==> src/rtl/ontime_loop_defines.svh <==
// Register offsets, writable masks, reset values and timing counts of the on-time loop block.
// Assumes nothing; included by rtl files by bare name.
`ifndef ONTIME_LOOP_DEFINES_SVH
`define ONTIME_LOOP_DEFINES_SVH

// Register command codes
`define REG_DECREASE_WEIGHTS 8'h32
`define REG_RECOVERY_WEIGHTS 8'h33
`define REG_INPUT_DROP       8'h34
`define REG_START_THRESHOLD  8'h35
`define REG_STOP_THRESHOLD   8'h36

// Writable masks per register
`define MASK_DECREASE  16'hffff
`define MASK_RECOVERY  16'hffff
`define MASK_DROP      16'h1fff
`define MASK_THRESHOLD 16'h01ff

// Reset values
`define RST_DECREASE   16'h0000
`define RST_RECOVERY   16'h0000
`define RST_DROP       16'h0000
`define RST_START      16'h0000
`define RST_STOP       16'h0000

// Blanking step and clock period in ps
`define BLANK_STEP_PS  20'h01388
`define CLOCK_PS       20'h04e20

// Protection and start delay counts in clock cycles
`define PROTECT_DELAY_CYCLES 16'h0010
`define START_DELAY_CYCLES   16'h0010
`endif

==> src/rtl/ontime_loop_pkg.sv <==
// Types shared by the on-time loop files.
// Needs no defines; the state encodings are literals here.
package ontime_loop_pkg;
  typedef enum logic [1:0]
  {
    ST_LOCKED  = 2'b00,
    ST_PROTECT = 2'b01,
    ST_START   = 2'b11,
    ST_RUN     = 2'b10
  } start_state_t;
endpackage

==> src/rtl/input_sag_detect.sv <==
// Rectifier skip/resume hysteresis comparator on sensed input and output.
// Assumes sense readings are synchronous to i_clock.
`timescale 1ns/10ps
module input_sag_detect
(
  input  wire logic       i_clock,      // System clock
  input  wire logic       i_arst_n,     // Async reset, active low
  input  wire logic [8:0] i_input_sense, // Input reading
  input  wire logic [8:0] i_output_sense, // Output reading
  input  wire logic [3:0] i_skip_delta, // Low-input skip delta
  input  wire logic [3:0] i_resume_margin, // Resume margin
  output logic            o_skip        // High while skipping
);
  // Widen to avoid wrap at the ends of the scale
  wire logic [9:0] skip_level   = {1'b0, i_output_sense} - {6'h00, i_skip_delta};
  wire logic [9:0] resume_level = {1'b0, i_output_sense} + {6'h00, i_resume_margin};
  wire logic       below = (i_output_sense >= {5'h00, i_skip_delta}) &&
                           ({1'b0, i_input_sense} < skip_level);
  wire logic       above = {1'b0, i_input_sense} > resume_level;
  logic            skip_q;

  // Hysteresis between the two thresholds
  always_ff @(posedge i_clock or negedge i_arst_n)
  begin
    if (!i_arst_n)
      skip_q <= 1'b0;
    else if (below)
      skip_q <= 1'b1;
    else if (above)
      skip_q <= 1'b0;
  end
  assign o_skip = skip_q;

  a_skip_start: assert property (@(posedge i_clock) disable iff (!i_arst_n)
    below |=> o_skip) else $error("skip did not start");
  a_skip_resume: assert property (@(posedge i_clock) disable iff (!i_arst_n)
    (above && !below) |=> !o_skip) else $error("skip did not end");
endmodule

==> src/rtl/ontime_loop.sv <==
// On-time adjustment loop, rectifier skip control and input lockout sequencing.
// Assumes register writes and sense values come from logic on i_clock;
// spike flags and set pulse arrive from pins and are synchronised here.
// What this block does
// - Low-side spike cuts on-time by its weight
// - Missing set pulse cuts on-time by weight while blanking is zero
// - High-side spike release restores on-time by weight
// - Low-side spike release restores on-time by weight
// - Reserved writable bits store but do nothing
// - Input below output minus delta skips rectifier
// - Input above output plus margin resumes rectifier
// - Start waits protect delay then start delay
// - Lockout when at/below start off, below stop
// - Thresholds are 9-bit quarter-volt readings
// - Blanking at period start masks set pulses; nonzero blanking stops missing-set cuts
`timescale 1ns/10ps
`include "ontime_loop_defines.svh"
module ontime_loop
(
  input  wire logic        i_clock,         // 50 MHz clock
  input  wire logic        i_arst_n,        // Async reset, active low
  input  wire logic        i_wr_en,         // Register write strobe
  input  wire logic [7:0]  i_reg_addr,      // Command code
  input  wire logic [15:0] i_wr_data,       // Write data
  output logic      [15:0] o_rd_data,       // Read data, registered
  input  wire logic        i_first_sense_spike_flag,  // Spike on first sense
  input  wire logic        i_second_sense_spike_flag, // Spike on second sense
  input  wire logic        i_period_start,  // Primary period start pulse
  input  wire logic        i_set_pulse,     // Set pulse from sensing
  input  wire logic [5:0]  i_loop_blanking_time, // Blanking, 5 ns steps
  input  wire logic [9:0]  i_ontime_min,    // Lower on-time limit
  input  wire logic [9:0]  i_ontime_max,    // Upper on-time limit
  input  wire logic [8:0]  i_input_sense,   // Measured input reading
  input  wire logic [8:0]  i_output_sense,  // Measured output reading
  output logic      [9:0]  o_ontime,        // Current on-time
  output logic             o_rectifier_skip, // Rectifier pulses skipped
  output logic             o_uvlo,          // Input lockout active
  output logic             o_pwm_enable     // PWM outputs allowed
);
  // Register storage
  logic [15:0] decrease_q;   // Decrease weights
  logic [15:0] recovery_q;   // Recovery weights
  logic [15:0] drop_q;       // Input drop control
  logic [15:0] start_thr_q;  // Start threshold
  logic [15:0] stop_thr_q;   // Stop threshold
  logic [15:0] rd_data_q;    // Read data

  // Field views; reserved bits are stored but never used
  wire logic [7:0] low_spike_decrease_weight = decrease_q[15:8];
  wire logic [7:0] no_set_decrease_weight    = decrease_q[7:0];
  wire logic [6:0] high_spike_recovery_weight = recovery_q[14:8];
  wire logic [6:0] low_spike_recovery_weight  = recovery_q[6:0];
  wire logic [3:0] low_input_skip_delta     = drop_q[7:4];
  wire logic [3:0] rectifier_resume_margin  = drop_q[3:0];
  wire logic [8:0] start_level = start_thr_q[8:0];
  wire logic [8:0] stop_level  = stop_thr_q[8:0];

  // Write decode, masked per register
  function automatic logic [15:0] masked(input logic [15:0] d, input logic [15:0] m);
    masked = d & m;
  endfunction

  wire logic wr_dec   = i_wr_en && (i_reg_addr == `REG_DECREASE_WEIGHTS);
  wire logic wr_rec   = i_wr_en && (i_reg_addr == `REG_RECOVERY_WEIGHTS);
  wire logic wr_drop  = i_wr_en && (i_reg_addr == `REG_INPUT_DROP);
  wire logic wr_start = i_wr_en && (i_reg_addr == `REG_START_THRESHOLD);
  wire logic wr_stop  = i_wr_en && (i_reg_addr == `REG_STOP_THRESHOLD);

  // Register writes; reserved R/W bits simply keep what was written
  always_ff @(posedge i_clock or negedge i_arst_n)
  begin
    if (!i_arst_n)
    begin
      decrease_q  <= `RST_DECREASE;
      recovery_q  <= `RST_RECOVERY;
      drop_q      <= `RST_DROP;
      start_thr_q <= `RST_START;
      stop_thr_q  <= `RST_STOP;
    end
    else
    begin
      if (wr_dec)
        decrease_q <= masked(i_wr_data, `MASK_DECREASE);
      if (wr_rec)
        recovery_q <= masked(i_wr_data, `MASK_RECOVERY);
      if (wr_drop)
        drop_q <= masked(i_wr_data, `MASK_DROP);
      if (wr_start)
        start_thr_q <= masked(i_wr_data, `MASK_THRESHOLD);
      if (wr_stop)
        stop_thr_q <= masked(i_wr_data, `MASK_THRESHOLD);
    end
  end

  // Read mux; unmapped codes read zero
  wire logic [15:0] rd_sel =
    (i_reg_addr == `REG_DECREASE_WEIGHTS) ? decrease_q  :
    (i_reg_addr == `REG_RECOVERY_WEIGHTS) ? recovery_q  :
    (i_reg_addr == `REG_INPUT_DROP)       ? drop_q      :
    (i_reg_addr == `REG_START_THRESHOLD)  ? start_thr_q :
    (i_reg_addr == `REG_STOP_THRESHOLD)   ? stop_thr_q  : 16'h0000;

  always_ff @(posedge i_clock or negedge i_arst_n)
  begin
    if (!i_arst_n)
      rd_data_q <= 16'h0000;
    else
      rd_data_q <= rd_sel;
  end
  assign o_rd_data = rd_data_q;

  // Two-flop synchronisers for pin inputs, one generate per bit
  wire logic [2:0] pin_raw = {i_set_pulse, i_second_sense_spike_flag, i_first_sense_spike_flag};
  logic [2:0] meta_q;   // First stage, read only by second
  logic [2:0] sync_q;   // Second stage
  logic [2:0] prev_q;   // Previous synced value for edges
  genvar g;
  generate
    for (g = 0; g < 3; g++)
    begin : g_sync
      always_ff @(posedge i_clock or negedge i_arst_n)
      begin
        if (!i_arst_n)
        begin
          meta_q[g] <= 1'b0;
          sync_q[g] <= 1'b0;
          prev_q[g] <= 1'b0;
        end
        else
        begin
          meta_q[g] <= pin_raw[g];
          sync_q[g] <= meta_q[g];
          prev_q[g] <= sync_q[g];
        end
      end
    end
  endgenerate

  wire logic high_release = prev_q[0] && !sync_q[0];
  wire logic low_rise     = sync_q[1] && !prev_q[1];
  wire logic low_release  = prev_q[1] && !sync_q[1];
  wire logic set_rise     = sync_q[2] && !prev_q[2];

  // Blanking length in clock cycles, from 5 ns steps, rounded up
  wire logic [19:0] blank_ps     = 20'(i_loop_blanking_time) * `BLANK_STEP_PS;
  wire logic [19:0] blank_cycles = (blank_ps + `CLOCK_PS - 20'd1) / `CLOCK_PS;
  wire logic        blank_off    = (i_loop_blanking_time == 6'h00);

  logic [19:0] period_cnt_q;  // Cycles since period start
  logic        saw_set_q;     // Set pulse seen this period
  logic        in_period_q;   // A period has begun

  wire logic blanked    = !blank_off && (period_cnt_q < blank_cycles);
  wire logic set_count  = set_rise && !blanked;
  wire logic no_set_end = i_period_start && in_period_q && !saw_set_q && blank_off;

  // Period tracking for missing set detection
  always_ff @(posedge i_clock or negedge i_arst_n)
  begin
    if (!i_arst_n)
    begin
      period_cnt_q <= 20'h00000;
      saw_set_q    <= 1'b0;
      in_period_q  <= 1'b0;
    end
    else if (i_period_start)
    begin
      period_cnt_q <= 20'h00000;
      saw_set_q    <= 1'b0;
      in_period_q  <= 1'b1;
    end
    else
    begin
      if (period_cnt_q != 20'hfffff)
        period_cnt_q <= period_cnt_q + 20'h00001;
      if (set_count)
        saw_set_q <= 1'b1;
    end
  end

  logic [9:0] ontime_q;   // On-time accumulator, read by the adder below

  // Net adjustment; decreases and recoveries combine in one step
  wire logic [11:0] dec_amt = (low_rise ? {4'h0, low_spike_decrease_weight} : 12'h000)
                            + (no_set_end ? {4'h0, no_set_decrease_weight} : 12'h000);
  wire logic [11:0] inc_amt = (high_release ? {5'h00, high_spike_recovery_weight} : 12'h000)
                            + (low_release ? {5'h00, low_spike_recovery_weight} : 12'h000);
  wire logic [12:0] raised  = {3'h0, ontime_q} + {1'b0, inc_amt};
  wire logic [12:0] lowered = (raised >= {1'b0, dec_amt}) ? raised - {1'b0, dec_amt} : 13'h0000;
  wire logic [9:0]  ontime_d =
    (lowered < {3'h0, i_ontime_min}) ? i_ontime_min :
    (lowered > {3'h0, i_ontime_max}) ? i_ontime_max : lowered[9:0];

  // On-time register; clamp keeps it inside the limits after reset too
  always_ff @(posedge i_clock or negedge i_arst_n)
  begin
    if (!i_arst_n)
      ontime_q <= 10'h000;
    else
      ontime_q <= ontime_d;
  end
  assign o_ontime = ontime_q;

  // Rectifier skip comparator
  input_sag_detect u_sag
  (
    .i_clock         (i_clock),
    .i_arst_n        (i_arst_n),
    .i_input_sense   (i_input_sense),
    .i_output_sense  (i_output_sense),
    .i_skip_delta    (low_input_skip_delta),
    .i_resume_margin (rectifier_resume_margin),
    .o_skip          (o_rectifier_skip)
  );

  // Lockout: power off uses start level, running uses stop level
  ontime_loop_pkg::start_state_t state_q;
  ontime_loop_pkg::start_state_t state_d;
  logic [15:0] delay_q;  // Delay counter
  wire logic power_on = (state_q == ontime_loop_pkg::ST_RUN);
  wire logic uvlo = (!power_on && (i_input_sense <= start_level)) ||
                    (i_input_sense < stop_level);
  wire logic delay_done = (delay_q == 16'h0000);

  // Start sequence next state
  always_comb
  begin
    state_d = state_q;
    case (state_q)
      ontime_loop_pkg::ST_LOCKED:
        if (!uvlo)
          state_d = ontime_loop_pkg::ST_PROTECT;
      ontime_loop_pkg::ST_PROTECT:
        if (uvlo)
          state_d = ontime_loop_pkg::ST_LOCKED;
        else if (delay_done)
          state_d = ontime_loop_pkg::ST_START;
      ontime_loop_pkg::ST_START:
        if (uvlo)
          state_d = ontime_loop_pkg::ST_LOCKED;
        else if (delay_done)
          state_d = ontime_loop_pkg::ST_RUN;
      ontime_loop_pkg::ST_RUN:
        if (uvlo)
          state_d = ontime_loop_pkg::ST_LOCKED;
      default:
        state_d = ontime_loop_pkg::ST_LOCKED;
    endcase
  end

  // State and delay counter; counter reloads on every state change
  always_ff @(posedge i_clock or negedge i_arst_n)
  begin
    if (!i_arst_n)
    begin
      state_q <= ontime_loop_pkg::ST_LOCKED;
      delay_q <= `PROTECT_DELAY_CYCLES;
    end
    else
    begin
      state_q <= state_d;
      if (state_d != state_q)
        delay_q <= (state_d == ontime_loop_pkg::ST_START) ? `START_DELAY_CYCLES : `PROTECT_DELAY_CYCLES;
      else if (!delay_done)
        delay_q <= delay_q - 16'h0001;
    end
  end

  assign o_uvlo       = uvlo;
  assign o_pwm_enable = power_on;

  // Checks
  a_low_spike_cut: assert property (@(posedge i_clock) disable iff (!i_arst_n)
    (low_rise && !high_release && !low_release && !no_set_end && ontime_q >= i_ontime_min
     && ontime_q <= i_ontime_max && {2'b00, ontime_q} >= ({4'h0, low_spike_decrease_weight} + {2'b00, i_ontime_min}))
    |=> ontime_q == $past(ontime_q) - {2'b00, $past(low_spike_decrease_weight)})
    else $error("low spike cut wrong");
  a_no_set_cut: assert property (@(posedge i_clock) disable iff (!i_arst_n)
    (no_set_end && !low_rise && !high_release && !low_release && ontime_q <= i_ontime_max
     && {2'b00, ontime_q} >= ({2'b00, no_set_decrease_weight} + {2'b00, i_ontime_min}))
    |=> ontime_q == $past(ontime_q) - {2'b00, $past(no_set_decrease_weight)})
    else $error("no set cut wrong");
  a_high_recover: assert property (@(posedge i_clock) disable iff (!i_arst_n)
    (high_release && !low_release && !low_rise && !no_set_end && ontime_q >= i_ontime_min
     && ({1'b0, ontime_q} + {4'h0, high_spike_recovery_weight}) <= {1'b0, i_ontime_max})
    |=> ontime_q == $past(ontime_q) + {3'h0, $past(high_spike_recovery_weight)})
    else $error("high recovery wrong");
  a_low_recover: assert property (@(posedge i_clock) disable iff (!i_arst_n)
    (low_release && !high_release && !no_set_end && ontime_q >= i_ontime_min
     && ({1'b0, ontime_q} + {4'h0, low_spike_recovery_weight}) <= {1'b0, i_ontime_max})
    |=> ontime_q == $past(ontime_q) + {3'h0, $past(low_spike_recovery_weight)})
    else $error("low recovery wrong");
  a_reserved_keep: assert property (@(posedge i_clock) disable iff (!i_arst_n)
    wr_drop |=> drop_q[12:8] == $past(i_wr_data[12:8]))
    else $error("reserved bits lost");
  a_uvlo_stop: assert property (@(posedge i_clock) disable iff (!i_arst_n)
    (i_input_sense < stop_level) |-> o_uvlo)
    else $error("lockout missed");
  a_start_order: assert property (@(posedge i_clock) disable iff (!i_arst_n)
    $rose(o_pwm_enable) |-> $past(state_q) == ontime_loop_pkg::ST_START && $past(delay_done))
    else $error("start skipped delay");
  a_ontime_bound: assert property (@(posedge i_clock) disable iff (!i_arst_n)
    (i_ontime_min <= i_ontime_max) |=> (ontime_q >= $past(i_ontime_min)) && (ontime_q <= $past(i_ontime_max)))
    else $error("on-time out of bounds");
  a_blank_hold: assert property (@(posedge i_clock) disable iff (!i_arst_n)
    (blanked && !i_period_start && !saw_set_q) |=> !saw_set_q)
    else $error("set counted in blanking");
endmodule

==> config.mk <==
export PLATFORM = sky130hd
export DESIGN_NAME = ontime_loop
export DESIGN_NICKNAME = d
export VERILOG_FILES = /design/src/rtl/ontime_loop_pkg.sv /design/src/rtl/input_sag_detect.sv /design/src/rtl/ontime_loop.sv
export VERILOG_INCLUDE_DIRS = /design/src /design/src/rtl
export SDC_FILE = /design/constraint.sdc
export NUM_CORES = 1
export LEC_CHECK = 0
export BUFFER_PORTS_ARGS = -buffer_cell sky130_fd_sc_hd__buf_2
export CAP_MARGIN = 20
export CORE_ASPECT_RATIO = 0.8
export CORE_MARGIN = 2
export CORE_UTILIZATION = 50
export DETAILED_ROUTE_END_ITERATION = 16
export GPL_ROUTABILITY_DRIVEN = 0
export PLACE_DENSITY = 0.72
export SYNTH_ARGS = -nofsm -noshare
export SYNTH_HDL_FRONTEND = slang
export SYNTH_HIERARCHICAL = 1
export SYNTH_SLANG_ARGS = --single-unit
==> constraint.sdc <==
create_clock -name i_clock -period 18.49 [get_ports i_clock]
set_clock_uncertainty 0.1 [all_clocks]
set_input_delay 3.698 -clock i_clock [delete_from_list [all_inputs] [get_ports i_clock]]
set_output_delay 3.698 -clock i_clock [all_outputs]
set_load 0.1 [all_outputs]
Word level (Yosys, flattened, before mapping)
Index checks and enable logic that the tools add are counted.
{"block": "classes", "n_lt_le_gt_ge": 9, "n_div": 1, "mul": 1, "add_sub_neg": 10, "reduce_logical": 31, "muxes": 27, "n_eq_ne": 11}
{"cell": "$mux 16", "n": 4}
{"cell": "$eq 8x6->1 const B", "n": 5}
{"cell": "$mux 20", "n": 2}
{"cell": "$mux 13", "n": 2}
{"cell": "$add 19x15->20 const B", "n": 1}
{"cell": "$add 20x1->20 const B", "n": 1}
{"cell": "$div 20x15->20 const B", "n": 1}
{"cell": "$lt 20x20->1", "n": 1}
{"cell": "$mux 10", "n": 2}
{"cell": "$ne 20x20->1 const B", "n": 1}
{"cell": "$sub 20x1->20 const B", "n": 1}
{"cell": "$mux 9", "n": 2}
{"cell": "$logic_and 1x1->1", "n": 16}
{"cell": "$logic_not 16->1", "n": 1}
{"cell": "$mul 6x10->16 const B", "n": 1}
{"cell": "$mux 8", "n": 2}
{"cell": "$sub 16x1->16 const B", "n": 1}
{"cell": "$mux 7", "n": 2}
{"cell": "$gt 13x10->1", "n": 1}
{"cell": "$lt 13x10->1", "n": 1}
{"cell": "$mux 2", "n": 6}
{"cell": "$sub 11x9->12", "n": 1}
{"cell": "$add 10x8->11", "n": 1}
{"cell": "$ge 11x9->1", "n": 1}
{"cell": "20 further kinds", "n": 33}
{"block": "word_totals", "elab_cells": 112, "register_bits": 139, "inputBits": 75}

Longest topological paths before layout
{"block": "depth", "ltp_word": 10, "mapped_depth": 37, "ltp_nobuf": 34}

Hierarchy
Netlist, hierarchy kept.
{"module": "ontime_loop", "instances": 1, "area_each_um2": 11750.0, "cells_per_inst": 1247, "seq_area_each_um2": 3454.6}
{"module": "input_sag_detect", "instances": 1, "area_each_um2": 947.2, "cells_per_inst": 124, "seq_area_each_um2": 25.0}

Worst setup path before layout
Ideal clock, no wire load.
{"block": "synth_path", "kind": "input port to flip-flop", "start": "input port i_loop_blanking_time[1]", "end": "register saw_set_q", "arrival_ns": 10.521, "slack_ns": 7.731, "path_stages": 32, "setup_ns": 0.138, "required_time_ns": 18.252, "path_cell_list": "inv_1 fa_1 fa_1 inv_1 ha_1 inv_1 fa_1 buf_2 nor2b_1 o211a_1 nor3_2 xnor2_2 nand2b_1 a21o_1 a31oi_4 buf_6 inv_4 mux2i_4 nand2_2 a311o_1 a31oi_4 nor3_4 a21o_4 clkinv_4 a211oi_1 nor3b_2 nand4_4 a31oi_4 ha_1 and3_1 a222oi_1 a31oi_1"}
{"block": "synth_via", "elab_chain_len": 9}
{"item": "start: declaration", "line": "ontime_loop.sv:30", "source": "input wire logic [5:0] i_loop_blanking_time,"}
{"item": "$mul 6x10->16 (no line)"}
{"item": "$add 19x15->20 (no line)"}
{"item": "$sub 20x1->20", "line": "ontime_loop.sv:146", "source": "wire logic [19:0] blank_cycles = (blank_ps + `CLOCK_PS - 20'd1) / `CLOCK_PS;"}
{"item": "$div 20x15->20 (no line)"}
{"item": "$lt 20x20->1", "line": "ontime_loop.sv:153", "source": "wire logic blanked = !blank_off && (period_cnt_q < blank_cycles);"}
{"item": "$logic_and 1x1->1 (*)", "line": "ontime_loop.sv:153"}
{"item": "$logic_not 1->1 (*)", "line": "ontime_loop.sv:154", "source": "wire logic set_count = set_rise && !blanked;"}
{"item": "$logic_and 1x1->1 (*)", "line": "ontime_loop.sv:154"}
{"item": "$reduce_bool 2->1 (no line) (*)"}
{"item": "end signal: assignment", "line": "ontime_loop.sv:163", "source": "saw_set_q <= 1'b0;"}
{"item": "end signal: assignment", "line": "ontime_loop.sv:169", "source": "saw_set_q <= 1'b0;"}
{"item": "end signal: assignment", "line": "ontime_loop.sv:177", "source": "saw_set_q <= 1'b1;"}
{"item": "end: declaration", "line": "ontime_loop.sv:150", "source": "logic saw_set_q;"}
Mark *: on every way between the ends. The rest lies on a longest branch, timed or not.
A chain may end at the register's enable or synchronous reset.

Worst setup path in the final report
Ends and elaborated chain as after synthesis.

==> flow_metrics.py <==
metrics = {
    "run_status": {
        "status": "complete, no violations",
    },
    "worst_setup_path": {
        "path_buf_inv": 5,
        "endpoint_kind": "register",
        "critPathMaxFanout": 11,
        "crit_type": "in2reg",
        "cp_slowest_cell": "xor2_1",
        "cp.required_ps": 18680,
        "crit_arrival_ps": 11770,
        "cpPeakStageDelay_ps": 590,
        "r2r_cells": 28,
        "worst_setup_path_start_kind": "primary input",
        "r2r-end": "o_ontime[0]",
        "regToRegSetupSlack_ps": 11140,
        "reg2reg_from": "sync_q[0]",
        "cpLargestDelayFamily": "compound AO/OA/AOI/OAI gates",
    },
    "synthesis": {
        "synth-seq-cells": 139,
        "synth-simple-area-share_pct": 18.4,
        "synth-adder-area-share_pct": 15.1,
        "synthesis.nets": 1588,
        "ys.flop_type": "dfrtp_1",
        "syn_area_sq_mm": 0.0127,
        "synthCells": 1371,
        "async_flop_share_pct": 100,
        "ys_types": 111,
        "seq_area_frac_synth_pct": 27.4,
        "yosys_warnings": 6,
        "yosys-mux-area-fraction_pct": 9.36,
        "synth_top_family_by_area": "simple AND/OR/NAND/NOR gates",
        "synthXorXnorAreaFrac_pct": 7.26,
        "synth_edf_count": 0,
        "synth_compound_area_share_pct": 18.0,
        "synth_area_per_cell_sq_um": 9.26,
    },
    "sta": {
        "tightest_slew_ps": 1080,
        "final-hold-violation-count": 0,
        "period_needed_ps": 11580,
        "slew_viol_final": 0,
        "fin_tns_setup_ps": 0,
        "maxSlewHeadroom_pct": 28.1,
        "finalSetupViolCount": 0,
        "rsz0062_at_grt": "no",
        "finalCritPeriodShare_pct": 62.6,
        "fmax_mhz": 86.4,
    },
    "global_route": {
        "grt.overflow.total": 0,
        "grt_max_degree": 72,
        "first_global_vias": 10200,
        "grt.total_usage_pct": 23.1,
        "grt_pass1_wl_mm": 50.8,
        "antenna_found_initial": 2,
    },
    "job": {
        "cap_violations": 0,
    },
    "detailed_routing": {
        "routed_via_density": 5.87,
        "ant_nets": 0,
        "routed_wl_mm": 30.3,
        "drc_errors": 0,
        "dr_total_vias": 10600,
        "drt_iter0_drc": 773,
        "dr.pass1.iters": 5,
        "wl_per_cell_um": 16.8,
    },
    "clocking": {
        "cts_tree": "yes",
        "cts_buffers": 17,
        "clk_latency_ps": 420,
        "cts_hold_buffers": 0,
        "cts.path.max_buffers": 2,
        "cts_setup_buffers": 0,
        "clockRootBuffer": "clkbuf_16",
        "cts_resized": 0,
        "clk_pin_slew_ps": 60,
        "htree_levels": 4,
        "cts.sinks": 139,
    },
    "placement": {
        "post-dp-hpwl_mm": 23.4,
        "io_buffers": 103,
    },
    "power": {
        "peakVddDrop_uv": 179,
        "p_total_mw": 2.66,
        "powerDensity_mw_per_mm2": 189,
        "cellLeakagePower_nw": 6.64,
    },
    "floorplan": {
        "die_w_um": 182,
        "core_sq_mm": 0.0251,
        "start_util_pct": 50.6,
        "num_rows": 52,
        "die-area_sq_mm": 0.0267,
        "die_y_um": 147,
        "ios": 104,
    },
    "cells_and_area": {
        "final_nets": 1679,
        "layout-drive-gt1-share_pct": 17.5,
        "syn_to_final_growth_pct": 10.8,
    },
    "min_path": {
        "worstHoldPathType": "reg2reg",
        "whs_path_depth": 0,
        "whs_endpoint": "sync_q[0]",
        "min-delay-start": "meta_q[0]",
    },
}
-- worst reg2reg max path, delay by kind of cell, from the launching register on --
family                     cells  cell delay, ps
AOI/OAI and AO/OA             15            2700
and+or+nand+nor                7            1880
adders and majority gates      5            1780
muxes                          1             410
DFF                            1             380
-- stage by stage --
stage               hold WS (ps)  std cells  util, %  setup slack, ps  cell area (sq um)
global placement             238       1767     53.6             6880              13500
detailed placement           237       1767     53.6             6600              13500
floorplan                    231       1371        -             7730              12700
CTS                          255       1799     56.0             7030              14100
finish                       253       1801     56.0             6910              14100
global route                 262       1801     56.0             6040              14100
-- cells in the mapped netlist, types with 6 or more instances --
library cell,instances,area [sq um]
xnor2_2,6,97.6
a21o_1,17,128
a21oi_1,76,380
nor2_1,97,364
o211ai_1,10,75.1
o21ai_1,7,35.0
nor4_1,12,75.1
dfrtp_1,138,3450
or3_1,9,56.3
o21a_1,14,105
nand4_1,26,163
o22ai_1,12,75.1
o31a_1,6,52.6
a31oi_1,10,62.6
clkbuf_1,18,67.6
nor3_1,31,155
fa_1,19,380
a211oi_1,6,45.0
and3_1,10,62.6
o21bai_1,11,82.6
xnor2_1,53,464
xor2_1,38,333
mux2_2,58,653
nand2_1,79,297
and2_1,44,275
nor2b_1,25,156
o21ai_0,48,240
inv_1,98,368
nand3b_1,6,45.0
buf_2,6,30.0
nand2b_1,19,119
nand3_1,33,165
mux2i_1,49,490
ha_1,123,1540
-- kinds of logic (layout without fill, tap and decap cells) --
kind of cell	Yosys count	count (layout)
and+or+nand+nor	438	438
DFF	139	139
AOI/OAI and AO/OA	310	310
buffers and inverters	134	238
muxes	109	109
adders and majority gates	142	142
xor gates and xnor gates	98	98
other	1	3
-- sequential cells by signal, indices dropped and copies added (netlist names), 3 cells and up --
signal	count
period_cnt_q	20
decrease_q	16
delay_q	16
o_rd_data	16
recovery_q	16
drop_q	13
o_ontime	10
start_thr_q	9
stop_thr_q	9
meta_q	3
prev_q	3
sync_q	3
-- how the worst max path moves through the flow --
stage                             from  cells after the start        end  slack (ps)
2_1_floorplan  i_loop_blanking_time[1]                     32  saw_set_q        7730
3_3_place_gp   i_loop_blanking_time[0]                     28  saw_set_q        6880
3_5_place_dp   i_loop_blanking_time[1]                     28  saw_set_q        6600
4_1_cts        i_loop_blanking_time[0]                     28  saw_set_q        7030
5_1_grt        i_loop_blanking_time[0]                     30  saw_set_q        6040
6_report       i_loop_blanking_time[1]                     28  saw_set_q        6910
-- layout by cell type, fill, tap and decap left out, types with 48 or more instances in the layout --
| cell type | Yosys | final |
|---|---|---|
| o21ai_0 | 48 | 48 |
| mux2i_1 | 49 | 49 |
| ha_1 | 123 | 123 |
| inv_1 | 98 | 98 |
| dfrtp_1 | 138 | 138 |
| mux2_2 | 58 | 58 |
| nor2_1 | 97 | 97 |
| xnor2_1 | 53 | 53 |
| buf_2 | 6 | 102 |
| nand2_1 | 79 | 79 |
| a21oi_1 | 76 | 76 |
-- routing by layer --
| layer | part of all wire (%) | track usage (%) | vias up |
|---|---|---|---|
| met5 | 0 | 0 | - |
| met4 | 1.5 | 5.89 | 0 |
| met3 | 4.6 | 3.29 | 31 |
| met2 | 46 | 37.3 | 274 |
| met1 | 48 | 32.5 | 5108 |
| li1 | - | - | 5155 |
-- report_power, final --
group,internal [mW],switching [mW]
Clock,0.210,0.135
Combinational,0.738,1.20
Sequential,0.344,0.0331
Total,1.29,1.37
-- layout make-up --
type / count / area [sq um]
Timing Repair Buffer: 105 / 537
Tap cell: 324 / 405
Sequential cell: 139 / 3480
Clock inverter: 12 / 136
Multi-Input combinational cell: 1098 / 8660
Fill cell: 2251 / 11000
Inverter: 101 / 387
Clock buffer: 20 / 467
Antenna cell: 2 / 5.00
No activity file was read; power rests on OpenSTA's default activity.
